$ cat config.mk
export PLATFORM = sky130hd
export DESIGN_NAME = icmc_top
export DESIGN_NICKNAME = d
export VERILOG_FILES = /design/src/common/icmc_pkg.sv /design/src/common/icmc_bit_if.sv /design/src/hw/icmc_top.sv /design/src/hw/icmc_bus_mon.sv /design/src/hw/icmc_bit_eng.sv
export SDC_FILE = /design/constraint.sdc
export NUM_CORES = 1
export LEC_CHECK = 0
export BUFFER_PORTS_ARGS = -buffer_cell sky130_fd_sc_hd__buf_2
export CORE_ASPECT_RATIO = 0.7
export CORE_MARGIN = 5
export CORE_UTILIZATION = 25
export CTS_CLUSTER_DIAMETER = 120
export DETAILED_ROUTE_END_ITERATION = 8
export GPL_TIMING_DRIVEN = 0
export PLACE_DENSITY = 0.42
export SLEW_MARGIN = 10
export SYNTH_ARGS = -nofsm -noshare
export SYNTH_HDL_FRONTEND = slang
export SYNTH_SLANG_ARGS = --single-unit
$ cat constraint.sdc
create_clock -name pclk -period 2.9 [get_ports pclk]
set_clock_uncertainty 0.2 [all_clocks]
set_input_delay 0.145 -clock pclk [delete_from_list [all_inputs] [get_ports pclk]]
set_output_delay 0.145 -clock pclk [all_outputs]
set_load 0.02 [all_outputs]
$ cat src/common/icmc_pkg.sv
// Constants, register map and shared types of the two-wire bus master block.
// Assumes a 125 MHz APB clock; all offsets are byte addresses of 32-bit words.
// Operation
// - Bit 8 enables stop-detected transfer interrupt.
// - Bit 7 enables no-acknowledge interrupt.
// - Bit 6 enables arbitration-lost interrupt.
// - Bit 5 enables byte-transmitted interrupt.
// - Bit 4 enables data-received interrupt.
// - Bit 2 loops own outputs to inputs.
// - Bit 1 set competes despite foreign start.
// - Bit 1 clear waits for free bus.
// - Bit 0 enables master mode.
// - Control register 16 bits, read/write, resets zero.
// - Transfer end sets the transfer-done flag.
// - Lost arbitration sets the arbitration-lost flag.
`default_nettype none
package icmc_pkg;
	localparam logic [7:0]  CTRL_OFS      = 8'h00;
	localparam logic [7:0]  STAT_OFS      = 8'h04;
	localparam logic [7:0]  MASK_OFS      = 8'h08;
	localparam logic [7:0]  ADDR_OFS      = 8'h0C;
	localparam logic [7:0]  TXD_OFS       = 8'h10;
	localparam logic [7:0]  RXD_OFS       = 8'h14;
	localparam logic [7:0]  CMD_OFS       = 8'h18;
	localparam int          XFER_DONE_BIT = 8;
	localparam int          NO_ACK_BIT    = 7;
	localparam int          ARB_LOST_BIT  = 6;
	localparam int          TX_BYTE_BIT   = 5;
	localparam int          RX_DATA_BIT   = 4;
	localparam int          LOOPBACK_BIT  = 2;
	localparam int          BACKOFF_BIT   = 1;
	localparam int          MASTER_EN_BIT = 0;
	localparam int          BUS_BUSY_BIT  = 10;
	localparam int          MBUSY_BIT     = 9;
	localparam int          RX_VALID_BIT  = 3;
	localparam int          TX_EMPTY_BIT  = 2;
	localparam int          STOP_REQ_BIT  = 0;
	localparam logic [15:0] CTRL_RESET    = 16'h0000;
	localparam logic [15:0] CTRL_WMASK    = 16'h01F7;
	localparam logic [15:0] EVT_MASK      = 16'h01F0;
	localparam int          CLK_PERIOD_NS = 8;
	localparam int          SCL_QUART_NS  = 20;
	localparam int          SCL_QUART_CYC = (SCL_QUART_NS + CLK_PERIOD_NS - 1) / CLK_PERIOD_NS;

	typedef enum logic [1:0] {
		BIT_START = 2'b00,
		BIT_STOP  = 2'b01,
		BIT_WRITE = 2'b10,
		BIT_READ  = 2'b11
	} icmc_bit_cmd_t;
endpackage : icmc_pkg
`default_nettype wire

$ cat src/common/icmc_bit_if.sv
// Carries bit commands, line levels and bus conditions between the block's modules.
// Assumes all members live in the pclk domain.
`default_nettype none
interface icmc_bit_if;
	import icmc_pkg::*;
	logic          scl_line;
	logic          sda_line;
	logic          start_det;
	logic          stop_det;
	logic          bus_busy;
	logic          cmd_valid;
	icmc_bit_cmd_t cmd;
	logic          wbit;
	logic          abort;
	logic          done;
	logic          rbit;
	logic          arb_lost;
	logic          scl_oe;
	logic          sda_oe;

	modport seq (input scl_line, sda_line, start_det, stop_det, bus_busy, done, rbit, arb_lost, scl_oe, sda_oe,
		output cmd_valid, cmd, wbit, abort);
	modport eng (input cmd_valid, cmd, wbit, abort, scl_line, sda_line, output done, rbit, arb_lost, scl_oe, sda_oe);
	modport mon (input scl_oe, sda_oe, output scl_line, sda_line, start_det, stop_det, bus_busy);
endinterface : icmc_bit_if
`default_nettype wire

$ cat src/hw/icmc_top.sv
// Two-wire bus master with its APB register file, byte sequencer and interrupt.
// Assumes an APB master on pclk and open-drain pads resolved outside.
`default_nettype none
module icmc_top import icmc_pkg::*; #(
	parameter int QCYC = icmc_pkg::SCL_QUART_CYC
) (
	// Clock and reset
	input  wire logic        pclk,
	input  wire logic        presetn,
	// APB slave
	input  wire logic        psel,
	input  wire logic        penable,
	input  wire logic        pwrite,
	input  wire logic [7:0]  paddr,
	input  wire logic [31:0] pwdata,
	input  wire logic [3:0]  pstrb,
	output logic      [31:0] prdata,
	output logic             pready,
	output logic             pslverr,
	// Interrupt
	output logic             irq,
	// Open-drain pins
	input  wire logic        scl_i,
	output logic             scl_o,
	output logic             scl_oe,
	input  wire logic        sda_i,
	output logic             sda_o,
	output logic             sda_oe
);

	typedef enum logic [2:0] {
		S_IDLE  = 3'b000,
		S_WAIT  = 3'b001,
		S_START = 3'b010,
		S_BYTE  = 3'b011,
		S_ACK   = 3'b100,
		S_HOLD  = 3'b101,
		S_STOP  = 3'b110
	} icmc_state_t;

	icmc_bit_if bus ();

	logic [15:0]   ctrl_q, stat_q, mask_q;
	logic [31:0]   prdata_q;
	logic          pready_q, pslverr_q, irq_q, scl_oe_q, sda_oe_q;
	logic [7:0]    addr_q, txd_q, rxd_q, rd_len_q, rd_left_q, shift_q;
	logic          tx_valid_q, rx_valid_q, addr_pend_q, stop_req_q;
	logic          is_read_q, addr_phase_q, issued_q, cmd_valid_q, wbit_q, en_prev_q;
	icmc_bit_cmd_t cmd_q;
	icmc_state_t   state_q;
	logic [2:0]    bit_cnt_q;
	logic [15:0]   evt, wmask, w1c;
	logic          setup, wr, rd_done, master_en, loopback, backoff_dis;
	logic          byte_tx, byte_rx, no_ack;

	// Decodes a register offset; used by read data, error answer and writes.
	function automatic logic hit(input logic [7:0] a, input logic [7:0] ofs);
		return a == ofs;
	endfunction : hit

	function automatic logic mapped(input logic [7:0] a);
		return hit(a, CTRL_OFS) | hit(a, STAT_OFS) | hit(a, MASK_OFS) | hit(a, ADDR_OFS) |
			hit(a, TXD_OFS) | hit(a, RXD_OFS) | hit(a, CMD_OFS);
	endfunction : mapped

	assign master_en   = ctrl_q[MASTER_EN_BIT];
	assign loopback    = ctrl_q[LOOPBACK_BIT];
	assign backoff_dis = ctrl_q[BACKOFF_BIT];
	assign setup       = psel & ~penable;
	assign wr          = psel & penable & pready_q & pwrite & ~pslverr_q;
	assign rd_done     = psel & penable & pready_q & ~pwrite & hit(paddr, RXD_OFS);
	assign wmask       = {{8{pstrb[1]}}, {8{pstrb[0]}}};
	assign w1c         = (wr && hit(paddr, STAT_OFS)) ? (pwdata[15:0] & wmask & EVT_MASK) : 16'h0000;

	icmc_bus_mon u_mon (
		.pclk     (pclk),
		.presetn  (presetn),
		.scl_i    (scl_i),
		.sda_i    (sda_i),
		.loopback (loopback),
		.bus      (bus.mon)
	);

	icmc_bit_eng #(.QCYC(QCYC)) u_eng (
		.pclk    (pclk),
		.presetn (presetn),
		.bus     (bus.eng)
	);

	assign bus.cmd_valid = cmd_valid_q;
	assign bus.cmd       = cmd_q;
	assign bus.wbit      = wbit_q;
	// Dropping master mode mid-transfer releases both lines at once.
	assign bus.abort     = en_prev_q & ~master_en;

	// APB answer: decoded in the setup cycle, so every access has no wait state.
	always_ff @(posedge pclk or negedge presetn) begin
		if (!presetn) begin
			pready_q  <= 1'b0;
			pslverr_q <= 1'b0;
			prdata_q  <= 32'h0000_0000;
		end else begin
			pready_q  <= setup;
			pslverr_q <= setup & ~mapped(paddr);
			prdata_q  <= 32'h0000_0000;
			if (setup && !pwrite) begin
				unique case (1'b1)
					hit(paddr, CTRL_OFS): prdata_q <= {16'h0000, ctrl_q};
					hit(paddr, STAT_OFS): prdata_q <= {16'h0000, stat_q};
					hit(paddr, MASK_OFS): prdata_q <= {16'h0000, mask_q};
					hit(paddr, ADDR_OFS): prdata_q <= {24'h00_0000, addr_q};
					hit(paddr, TXD_OFS):  prdata_q <= {24'h00_0000, txd_q};
					hit(paddr, RXD_OFS):  prdata_q <= {24'h00_0000, rxd_q};
					hit(paddr, CMD_OFS):  prdata_q <= {16'h0000, rd_len_q, 8'h00};
					default:              prdata_q <= 32'h0000_0000;
				endcase
			end
		end
	end

	// Reserved control bits are not stored, so they read back as zero.
	always_ff @(posedge pclk or negedge presetn) begin
		if (!presetn) begin
			ctrl_q    <= CTRL_RESET;
			mask_q    <= 16'h0000;
			en_prev_q <= 1'b0;
		end else begin
			en_prev_q <= master_en;
			if (wr && hit(paddr, CTRL_OFS)) begin
				ctrl_q <= (ctrl_q & ~wmask) | (pwdata[15:0] & wmask & CTRL_WMASK);
			end
			if (wr && hit(paddr, MASK_OFS)) begin
				mask_q <= (mask_q & ~wmask) | (pwdata[15:0] & wmask & EVT_MASK);
			end
		end
	end

	// Event vector in the same layout as the enable bits.
	always_comb begin
		evt                = 16'h0000;
		evt[XFER_DONE_BIT] = bus.stop_det;
		evt[NO_ACK_BIT]    = no_ack;
		evt[ARB_LOST_BIT]  = bus.arb_lost;
		evt[TX_BYTE_BIT]   = byte_tx;
		evt[RX_DATA_BIT]   = byte_rx;
	end

	// An event in the same cycle as its write-one-to-clear keeps the flag set.
	always_ff @(posedge pclk or negedge presetn) begin
		if (!presetn) begin
			stat_q <= 16'h0000;
		end else begin
			stat_q                <= (stat_q & ~w1c) | evt;
			stat_q[BUS_BUSY_BIT]  <= bus.bus_busy;
			stat_q[MBUSY_BIT]     <= state_q != S_IDLE;
			stat_q[RX_VALID_BIT]  <= rx_valid_q;
			stat_q[TX_EMPTY_BIT]  <= ~tx_valid_q;
			stat_q[MASTER_EN_BIT] <= 1'b0;
		end
	end

	// Each source needs its control enable and its mask bit; a cleared enable masks it.
	always_ff @(posedge pclk or negedge presetn) begin
		if (!presetn) begin
			irq_q <= 1'b0;
		end else begin
			irq_q <= |(stat_q & ctrl_q & mask_q & EVT_MASK);
		end
	end

	// Pads: loopback keeps the block off the wires and feeds its drive back inside.
	always_ff @(posedge pclk or negedge presetn) begin
		if (!presetn) begin
			scl_oe_q <= 1'b0;
			sda_oe_q <= 1'b0;
		end else begin
			scl_oe_q <= bus.scl_oe & ~loopback;
			sda_oe_q <= bus.sda_oe & ~loopback;
		end
	end

	// Data, address and command registers; a write in the same cycle wins over hardware consumption.
	always_ff @(posedge pclk or negedge presetn) begin
		if (!presetn) begin
			addr_q      <= 8'h00;
			txd_q       <= 8'h00;
			rd_len_q    <= 8'h00;
			tx_valid_q  <= 1'b0;
			addr_pend_q <= 1'b0;
			stop_req_q  <= 1'b0;
			rx_valid_q  <= 1'b0;
		end else begin
			if (wr && hit(paddr, ADDR_OFS) && pstrb[0] && master_en) begin
				addr_q      <= pwdata[7:0];
				addr_pend_q <= 1'b1;
			end else if (state_q == S_IDLE || state_q == S_HOLD) begin
				addr_pend_q <= 1'b0;
			end
			if (wr && hit(paddr, TXD_OFS) && pstrb[0]) begin
				txd_q      <= pwdata[7:0];
				tx_valid_q <= 1'b1;
			end else if (state_q == S_HOLD && !addr_pend_q) begin
				tx_valid_q <= 1'b0;
			end
			if (wr && hit(paddr, CMD_OFS)) begin
				if (pstrb[1]) begin
					rd_len_q <= pwdata[15:8];
				end
				if (pstrb[0]) begin
					stop_req_q <= pwdata[STOP_REQ_BIT];
				end
			end else if (state_q == S_STOP) begin
				stop_req_q <= 1'b0;
			end
			if (byte_rx) begin
				rx_valid_q <= 1'b1;
			end else if (rd_done) begin
				rx_valid_q <= 1'b0;
			end
		end
	end

	assign byte_tx = bus.done && state_q == S_ACK && (addr_phase_q || !is_read_q);
	assign byte_rx = bus.done && state_q == S_ACK && !addr_phase_q && is_read_q;
	assign no_ack  = byte_tx && bus.rbit;

	// Byte sequencer: one bit command in flight at a time.
	always_ff @(posedge pclk or negedge presetn) begin
		if (!presetn) begin
			state_q      <= S_IDLE;
			issued_q     <= 1'b0;
			cmd_valid_q  <= 1'b0;
			cmd_q        <= BIT_START;
			wbit_q       <= 1'b0;
			shift_q      <= 8'h00;
			bit_cnt_q    <= 3'd0;
			is_read_q    <= 1'b0;
			addr_phase_q <= 1'b0;
			rd_left_q    <= 8'h00;
			rxd_q        <= 8'h00;
		end else begin
			cmd_valid_q <= 1'b0;
			if (!master_en || bus.arb_lost) begin
				state_q  <= S_IDLE;
				issued_q <= 1'b0;
			end else begin
				unique case (state_q)
					S_IDLE: begin
						if (addr_pend_q) begin
							state_q <= S_WAIT;
						end
					end
					S_WAIT: begin
						if (backoff_dis || !bus.bus_busy) begin
							state_q <= S_START;
						end
					end
					S_START: begin
						if (!issued_q) begin
							cmd_q       <= BIT_START;
							cmd_valid_q <= 1'b1;
							issued_q    <= 1'b1;
						end else if (bus.done) begin
							issued_q     <= 1'b0;
							shift_q      <= addr_q;
							is_read_q    <= addr_q[0];
							addr_phase_q <= 1'b1;
							rd_left_q    <= rd_len_q;
							bit_cnt_q    <= 3'd7;
							state_q      <= S_BYTE;
						end
					end
					S_BYTE: begin
						if (!issued_q) begin
							cmd_q       <= (addr_phase_q || !is_read_q) ? BIT_WRITE : BIT_READ;
							wbit_q      <= shift_q[7];
							cmd_valid_q <= 1'b1;
							issued_q    <= 1'b1;
						end else if (bus.done) begin
							issued_q  <= 1'b0;
							shift_q   <= {shift_q[6:0], bus.rbit};
							bit_cnt_q <= bit_cnt_q - 3'd1;
							if (bit_cnt_q == 3'd0) begin
								state_q <= S_ACK;
							end
						end
					end
					S_ACK: begin
						if (!issued_q) begin
							// The last byte of a read is refused so the slave lets go of data.
							cmd_q       <= (addr_phase_q || !is_read_q) ? BIT_READ : BIT_WRITE;
							wbit_q      <= rd_left_q == 8'd1;
							cmd_valid_q <= 1'b1;
							issued_q    <= 1'b1;
						end else if (bus.done) begin
							issued_q  <= 1'b0;
							bit_cnt_q <= 3'd7;
							if (byte_tx && bus.rbit) begin
								state_q <= S_STOP;
							end else if (addr_phase_q && is_read_q) begin
								addr_phase_q <= 1'b0;
								state_q      <= (rd_left_q == 8'd0) ? S_STOP : S_BYTE;
							end else if (byte_rx) begin
								rxd_q     <= shift_q;
								rd_left_q <= rd_left_q - 8'd1;
								state_q   <= (rd_left_q == 8'd1) ? S_HOLD : S_BYTE;
							end else begin
								addr_phase_q <= 1'b0;
								state_q      <= S_HOLD;
							end
						end
					end
					S_HOLD: begin
						// Clock is held low here until software supplies data, a new address or a stop; after a read the stop follows unless an address is pending.
						if (addr_pend_q) begin
							state_q <= S_START;
						end else if (tx_valid_q && !is_read_q) begin
							shift_q <= txd_q;
							state_q <= S_BYTE;
						end else if (stop_req_q || is_read_q) begin
							state_q <= S_STOP;
						end
					end
					S_STOP: begin
						if (!issued_q) begin
							cmd_q       <= BIT_STOP;
							cmd_valid_q <= 1'b1;
							issued_q    <= 1'b1;
						end else if (bus.done) begin
							issued_q <= 1'b0;
							state_q  <= S_IDLE;
						end
					end
					default: state_q <= S_IDLE;
				endcase
			end
		end
	end

	assign prdata  = prdata_q;
	assign pready  = pready_q;
	assign pslverr = pslverr_q;
	assign irq     = irq_q;
	assign scl_oe  = scl_oe_q;
	assign sda_oe  = sda_oe_q;
	// Open-drain: the pad only ever pulls low, gated by the enables above.
	assign scl_o   = 1'b0;
	assign sda_o   = 1'b0;
endmodule : icmc_top
`default_nettype wire

$ cat src/hw/icmc_bus_mon.sv
// Line synchroniser, loopback selection and start/stop detection.
// Assumes the pins are asynchronous to pclk.
`default_nettype none
module icmc_bus_mon import icmc_pkg::*; (
	// Clock and reset
	input  wire logic pclk,
	input  wire logic presetn,
	// Pins and mode
	input  wire logic scl_i,
	input  wire logic sda_i,
	input  wire logic loopback,
	// Shared bus view
	icmc_bit_if.mon   bus
);
	logic scl_s1_q, scl_s2_q, sda_s1_q, sda_s2_q;
	logic scl_prev_q, sda_prev_q, start_q, stop_q, busy_q;

	always_ff @(posedge pclk or negedge presetn) begin
		if (!presetn) begin
			scl_s1_q <= 1'b1;
			scl_s2_q <= 1'b1;
			sda_s1_q <= 1'b1;
			sda_s2_q <= 1'b1;
		end else begin
			scl_s1_q <= scl_i;
			scl_s2_q <= scl_s1_q;
			sda_s1_q <= sda_i;
			sda_s2_q <= sda_s1_q;
		end
	end

	// Loopback takes the driven level straight back, so no synchroniser delay applies there.
	assign bus.scl_line = loopback ? ~bus.scl_oe : scl_s2_q;
	assign bus.sda_line = loopback ? ~bus.sda_oe : sda_s2_q;

	always_ff @(posedge pclk or negedge presetn) begin
		if (!presetn) begin
			scl_prev_q <= 1'b1;
			sda_prev_q <= 1'b1;
			start_q    <= 1'b0;
			stop_q     <= 1'b0;
			busy_q     <= 1'b0;
		end else begin
			scl_prev_q <= bus.scl_line;
			sda_prev_q <= bus.sda_line;
			start_q    <= scl_prev_q & bus.scl_line & sda_prev_q & ~bus.sda_line;
			stop_q     <= scl_prev_q & bus.scl_line & ~sda_prev_q & bus.sda_line;
			if (start_q) begin
				busy_q <= 1'b1;
			end else if (stop_q) begin
				busy_q <= 1'b0;
			end
		end
	end

	assign bus.start_det = start_q;
	assign bus.stop_det  = stop_q;
	assign bus.bus_busy  = busy_q;
endmodule : icmc_bus_mon
`default_nettype wire

$ cat src/hw/icmc_bit_eng.sv
// Bit engine: start, stop, write bit and read bit in four quarter phases.
// Assumes commands arrive only while it is idle; honours clock stretching.
`default_nettype none
module icmc_bit_eng import icmc_pkg::*; #(
	parameter int QCYC = icmc_pkg::SCL_QUART_CYC
) (
	// Clock and reset
	input  wire logic pclk,
	input  wire logic presetn,
	// Shared bus view
	icmc_bit_if.eng   bus
);
	logic          busy_q, wbit_q, done_q, rbit_q, arb_q, scl_oe_q, sda_oe_q;
	icmc_bit_cmd_t cmd_q;
	logic [1:0]    phase_q;
	logic [7:0]    cnt_q;
	logic [1:0]    lvl;
	logic          stall;

	// Returns {scl pulled low, sda pulled low} for one phase.
	function automatic logic [1:0] drive(input icmc_bit_cmd_t c, input logic [1:0] p, input logic w);
		logic [1:0] r;
		r = 2'b00;
		unique case (c)
			BIT_START: r = (p == 2'd0) ? 2'b00 : (p == 2'd1) ? 2'b01 : 2'b11;
			BIT_STOP:  r = (p == 2'd0) ? 2'b11 : (p == 2'd1) ? 2'b01 : 2'b00;
			BIT_WRITE: r = {(p == 2'd0) || (p == 2'd3), ~w};
			BIT_READ:  r = {(p == 2'd0) || (p == 2'd3), 1'b0};
		endcase
		return r;
	endfunction : drive

	assign lvl   = drive(cmd_q, phase_q, wbit_q);
	// A released clock that still reads low is being stretched by a slave.
	assign stall = ~scl_oe_q & ~bus.scl_line;

	always_ff @(posedge pclk or negedge presetn) begin
		if (!presetn) begin
			busy_q   <= 1'b0;
			cmd_q    <= BIT_START;
			wbit_q   <= 1'b0;
			phase_q  <= 2'd0;
			cnt_q    <= 8'd0;
			done_q   <= 1'b0;
			rbit_q   <= 1'b0;
			arb_q    <= 1'b0;
			scl_oe_q <= 1'b0;
			sda_oe_q <= 1'b0;
		end else begin
			done_q <= 1'b0;
			arb_q  <= 1'b0;
			if (bus.abort) begin
				busy_q   <= 1'b0;
				scl_oe_q <= 1'b0;
				sda_oe_q <= 1'b0;
			end else if (!busy_q) begin
				if (bus.cmd_valid) begin
					busy_q  <= 1'b1;
					cmd_q   <= bus.cmd;
					wbit_q  <= bus.wbit;
					phase_q <= 2'd0;
					cnt_q   <= 8'd0;
				end
			end else begin
				{scl_oe_q, sda_oe_q} <= lvl;
				if (!stall) begin
					if (cnt_q == 8'(QCYC - 1)) begin
						cnt_q   <= 8'd0;
						phase_q <= phase_q + 2'd1;
						if (phase_q == 2'd2) begin
							rbit_q <= bus.sda_line;
						end
						// A released one that reads zero means another master won.
						if (phase_q == 2'd2 && cmd_q == BIT_WRITE && wbit_q && !bus.sda_line) begin
							arb_q    <= 1'b1;
							busy_q   <= 1'b0;
							scl_oe_q <= 1'b0;
							sda_oe_q <= 1'b0;
						end else if (phase_q == 2'd3) begin
							done_q <= 1'b1;
							busy_q <= 1'b0;
						end
					end else begin
						cnt_q <= cnt_q + 8'd1;
					end
				end
			end
		end
	end

	assign bus.done     = done_q;
	assign bus.rbit     = rbit_q;
	assign bus.arb_lost = arb_q;
	assign bus.scl_oe   = scl_oe_q;
	assign bus.sda_oe   = sda_oe_q;
endmodule : icmc_bit_eng
`default_nettype wire

==> results of run 1 <==
## power groups by stage
| stage | clock (mW) | sequential [mW] | combinational [mW] |
|---|---|---|---|
| finish | 2.23 | 2.20 | 0.222 |
| detailed placement | 0 | 2.24 | 0.196 |
| global placement | 0 | 2.24 | 0.189 |
| floorplan | 0 | 2.24 | 0.0875 |
| global route | 2.37 | 2.20 | 0.248 |
| CTS | 2.30 | 2.20 | 0.226 |
## area by class of cell
type / instances / share of cell area [%]
inverters: 22 / 0.893
multi-input cells: 495 / 35.9
flip-flops and latches: 156 / 42.3
clock inverters: 8 / 1.33
repair buffers: 83 / 6.52
clock buffers: 20 / 4.72
plain buffers: 49 / 3.11
well taps: 385 / 5.21
## worst max-delay path, cell delays in order (launching register included)
cell,delay (ns)
dfrtp_1,0.34
nand3_1,0.16
nor3b_1,0.59
nand3_1,0.22
nor2_1,0.71
mux2_2,0.42
## routing by layer
| metal | GRT usage [%] | wire (um) | vias up |
|---|---|---|---|
| met4 | 2.77 | 236 | 0 |
| li1 | - | - | 2736 |
| met5 | 0 | 0 | - |
| met2 | 16.8 | 8520 | 140 |
| met1 | 21.7 | 12000 | 2881 |
| met3 | 3.73 | 1110 | 17 |
## flip-flops by register name (all words and copies together) (netlist names), 2 cells and up, named ones only
register	cells
prdata	16
rd_left_q	8
state_q	3
rxd_q	8
rd_len_q	8
bit_cnt_q	3
u_eng.phase_q	2
txd_q	8
shift_q	8
u_eng.cnt_q	8
ctrl_q	8
u_eng.cmd_q	2
mask_q	11
stat_q	9
addr_q	8
bus.cmd	2
## metrics by stage
stage                     total power, mW  setup TNS, ns
after floorplan                      2.33              0
after global placement               2.43        -171.79
after detailed placement             2.44              0
after CTS                            4.72              0
after global routing                 4.82              0
final                                4.65              0
## timing repair
item | in CTS | in global routing
hold endpoints to repair | 203 | 0
endpoints found under the setup margin | 0 | 0
hold buffers | 31 | 0
## cell families (layout without fill, tap and decap cells)
logic type,Yosys count,in the layout,share of synthesized area (%)
adders and majority gates,10,10,1.66
DFF,156,156,51.9
muxes,63,63,10.4
and+or+nand+nor,234,234,16.6
xor gates and xnor gates,5,5,0.581
buffers and inverters,71,182,4.91
AOI/OAI and AO/OA,165,165,13.9
other,1,18,0.0498
## cells in the mapped netlist (11+ instances only)
master / number
a22oi_1: 16
clkbuf_1: 19
inv_1: 22
a21oi_1: 28
nand3_1: 19
nand2_1: 47
o21ai_0: 61
dfrtp_1: 150
buf_4: 19
mux2_2: 43
nor3_1: 13
nor2b_1: 27
nor2_1: 69
nand2b_1: 11
## worst paths after layout
path                           startpoint             end  slack (ns)  depth (start not counted)
hold / removal                    presetn       stat_q[4]        0.02                          2
min in group pclk                paddr[2]       mask_q[0]        0.03                          4
hold reg to reg            u_mon.scl_s1_q  u_mon.scl_s2_q        0.16                          0
setup / recovery                   pready       flip-flop        0.15                          5
max in group asynchronous         presetn  u_mon.sda_s2_q        1.61                          3
setup reg to reg                   pready       flip-flop        0.15                          5
==> flow_summary_export.csv, run 1 <==
group,metric,value,unit
outcome,outcome,"complete, no violations",
layout,fin_cells,1218,
pwr,power.leakage,4.14,nW
clocking,cts_buffer_depth,2,
global_route,grt_max_degree,95,
floorplanning,initial_core_util,25.3,%
timing,setup_violations,0,
critical_path,cp-end-kind,"flip-flop",
layout,regArea,3910,um2
floorplanning,core,29800,um2
pwr,seqPwrFrac,47.3,%
place,gp_congestion,0.829,
place,place_area,8370,um2
timing,slew_headroom,24.6,%
place,dp_cells,1159,
logic_synthesis,synth-seq-cells,156,
critical_path,start_kind,"flip-flop",
logic_synthesis,syn_inst,705,
timing,final_hold_viol_count,0,
clocking,cts_tree,"yes",
drt,first_pass_iters,5,
timing,period_share,94.8,%
logic_synthesis,synth_top_flop_cell,"dfrtp_1",
floorplanning,die_x,218,um
critical_path,arrival,2.87,ns
critical_path,cp_max_fo,8,
logic_synthesis,synth_top_area_share,49.8,%
drt,ant_nets,0,
pwr,intPower,3.61,mW
logic_synthesis,yosysSeqAreaShare,51.9,%
global_route,antenna_found_initial,0,
hold_path,hold_path.class,"input pin to async pin",
floorplanning,die_h,155,um
floorplanning,die_area,33800,um2
timing,timing.fmax,364,MHz
clocking,post_cts_buffers,0,
layout,final_cell_mix,"dfrtp_1 (150), nor2_1 (69), o21ai_0 (61)",
logic_synthesis,synth_edf_count,0,
timing,rsz0062_at_grt,"false",
floorplanning,pin_count,90,
pwr,switching_share,22.4,%
drt,vias,5774,
pwr,power_frac_comb,4.8,%
global_route,grtUsageTotal,13.2,%
clocking,worst_skew_pair.late_latency,0.43,ns
place,port_buffers,51,
global_route,grt_pass1_wl,34400,um
timing,holdWs,0.0237,ns
layout,final_util,31.0,%
pwr,clkPwrFrac,47.9,%
critical_path,critPathRequiredTime,3.02,ns
logic_synthesis,synth_area_leaders,"dfrtp_1 (50%), mux2_2 (6.4%), o21ai_0 (4.1%), nor2_1 (3.4%), nand2_1 (2.3%)",
layout,syn_to_final_growth,22.7,%
layout,multi_input_area,3320,um2
clocking,htreeDepth,4,
timing,min_period,2.75,ns
clocking,path_clk_slew,0.06,ns
pwr,irDropWorstVdd,392,uV
drt,wl_per_cell,18.0,um
pwr,power_density,503,nW/um2
logic_synthesis,synthArstFlopShare,100,%
floorplanning,rows,53,
drt,drc,0,
logic_synthesis,yosysWarnings,0,
clocking,root_buffer,"clkbuf_16",
layout,final_cell_area,9240,um2
logic_synthesis,syn_area,7540,um2
job,maxCapViolations,0,
clocking,numCtsBuffers,17,
place,dp_slack,0.199,ns
clocking,cts_sinks,156,
layout,final_layout_size_suffix_gt1_share,21.6,%
global_route,grt_pass1_vias,5668,
place,dp_hpwl,15700,um
drt,drt-initial-drc-count,507,
layout,num-nets-final,885,
layout,antenna_cells,0,
logic_synthesis,ys_types,67,
pwr,p_switching,1.04,mW
critical_path,worst-setup-path-type,"flip-flop to flip-flop",
timing,worst_slew_pin_slew,1.13,ns
drt,vias_per_cell,4.74,
logic_synthesis,syn_area_per_cell,10.7,um2
timing,slew_violations,0,
clocking,cts_resized,0,
layout,layout_commonest_cell,"dfrtp_1",
drt,drt_wl_total,21900,um
timing,finalWorstSetupSlack,0.152,ns
global_route,overflow,0,
layout,fillers,3085,
logic_synthesis,yosys.area.top_type,"dfrtp_1",
No activity file was read; power rests on OpenSTA's default activity.
==> run 2, diff against run 1 <==
SETUP_SLACK_MARGIN = 0.5   (was default)
==> run 2 against run 1 <==
Compared with the run above:
- final cell count is essentially flat
- cell area grew 1.1%
- hold slack lost 0.0061 ns
- core utilization grew 0.34 points
- largest cell class unchanged
- largest power group unchanged
==> flow_summary_export.csv, run 2 (same netlist as run 1, synthesis figures left out) <==
group,metric,value,unit
layout,antenna_cells,0,
place,dp_hpwl,15700,um
outcome,outcome,"complete, no violations",
clocking,cts_buffer_depth,2,
global_route,grt_pass1_vias,5716,
critical_path,critPathRequiredTime,3.02,ns
critical_path,worst-setup-path-type,"flip-flop to flip-flop",
timing,worst_slew_pin_slew,0.802,ns
timing,slew_violations,0,
floorplanning,rows,53,
floorplanning,initial_core_util,25.3,%
pwr,irDropWorstVdd,393,uV
critical_path,cp_max_fo,8,
critical_path,cpMostUsedCell,"nand3_1",
timing,holdWs,0.0176,ns
critical_path,path_delay_family,"simple AND/OR/NAND/NOR gates",
hold_path,hold_path.class,"input pin to async pin",
drt,wl_per_cell,17.9,um
critical_path,cp-end-kind,"flip-flop",
critical_path,start_kind,"flip-flop",
layout,final_util,31.3,%
critical_path,r2r_start,"pready",
critical_path,rrSetupSlack,0.58,ns
place,dp_slack,0.199,ns
drt,drc,0,
clocking,numCtsBuffers,17,
timing,slew_headroom,46.6,%
timing,period_share,79.8,%
layout,layout_commonest_cell,"dfrtp_1",
layout,syn_to_final_growth,24.0,%
pwr,power_density,498,nW/um2
timing,final_hold_viol_count,0,
floorplanning,pin_count,90,
drt,top_layer,"met4",
floorplanning,die_area,33800,um2
drt,vias,5734,
job,maxCapViolations,0,
drt,first_pass_iters,5,
clocking,path_clk_slew,0.06,ns
floorplanning,die_h,155,um
layout,fillers,3081,
clocking,htreeDepth,4,
critical_path,startpoint,"pready",
drt,dr_wl_met2,8620,um
floorplanning,core,29800,um2
critical_path,arrival,2.43,ns
layout,final_layout_size_suffix_gt1_share,24.0,%
clocking,worst_skew_pair.late_latency,0.43,ns
place,place_area,8370,um2
global_route,grtUsageTotal,13.3,%
global_route,antenna_found_initial,0,
critical_path,path_buf_inv,0,
place,gp_congestion,0.829,
drt,drt_wl_total,21900,um
layout,num-nets-final,886,
layout,final_cell_area,9350,um2
pwr,power.leakage,4.21,nW
critical_path,cp_cell_sequence,"nand3_1, nor3b_2, nand3_1, nor2_2, mux2_2",
critical_path,slowest_stage,"nor2_2",
drt,vias_per_cell,4.70,
clocking,root_buffer,"clkbuf_16",
timing,min_period,2.32,ns
global_route,overflow,0,
drt,ant_nets,0,
floorplanning,die_x,218,um
drt,wl_met1,11800,um
clocking,cts_tree,"yes",
global_route,grt_pass1_wl,34500,um
timing,finalWorstSetupSlack,0.585,ns
timing,timing.fmax,432,MHz
clocking,cts_sinks,156,
layout,largest_reg_flops,16,
timing,setup_violations,0,
global_route,grt_max_degree,95,
place,port_buffers,51,
critical_path,slowest_delay,0.46,ns
drt,drt-initial-drc-count,407,
layout,final_cell_mix,"dfrtp_1 (149), nor2_1 (67), o21ai_0 (61)",
drt,wl_met3,1160,um
timing,rsz0062_at_grt,"true",
## run 2: path summary, 6_finish.rpt
path                             endpoint  depth (start not counted)
min reg2reg                u_mon.scl_s2_q                          0
max reg2reg                     flip-flop                          5
min                             stat_q[4]                          2
max in group asynchronous  u_mon.scl_s1_q                          3
min in group pclk               mask_q[0]                          4
max                             flip-flop                          5
## run 2: layer usage
| metal | vias to the layer above | global-route usage (%) |
|---|---|---|
| met5 | - | 0 |
| met4 | 0 | 2.77 |
| met3 | 15 | 3.73 |
| met2 | 141 | 17.0 |
| met1 | 2842 | 21.6 |
| li1 | 2736 | - |
## run 2: layout make-up
cell class                 instances  area (um2)  share of cell area (%)
timing repair buffer              84         606                    6.48
clock inverter                     8         123                    1.31
sequential                       156        3910                    41.9
clock buffer                      20         437                    4.67
tap                              385         482                    5.15
multi-input combinational        495        3410                    36.5
inverter                          22        82.6                   0.884
buffer                            49         294                    3.15
## run 2: metrics by stage
step                cells  setup TNS (ns)  power [mW]
detailed placement   1159               0        2.44
floorplan             722               0        2.33
global placement     1158         -171.79        2.43
global route         1219               0        4.82
CTS                  1216               0        4.72
finish               1219               0        4.65
## run 2: timing repair
action	CTS	global route
setup endpoints to repair	33	48
hold buffers	29	0
gates resized for setup	8	21
pin swaps	0	3
setup buffers	0	3
endpoints found under the hold margin	203	0
## run 2: where the power goes
group | switching, mW | internal (mW)
logic | 0.140 | 0.0842
clock network | 0.894 | 1.33
registers | 0.00851 | 2.19
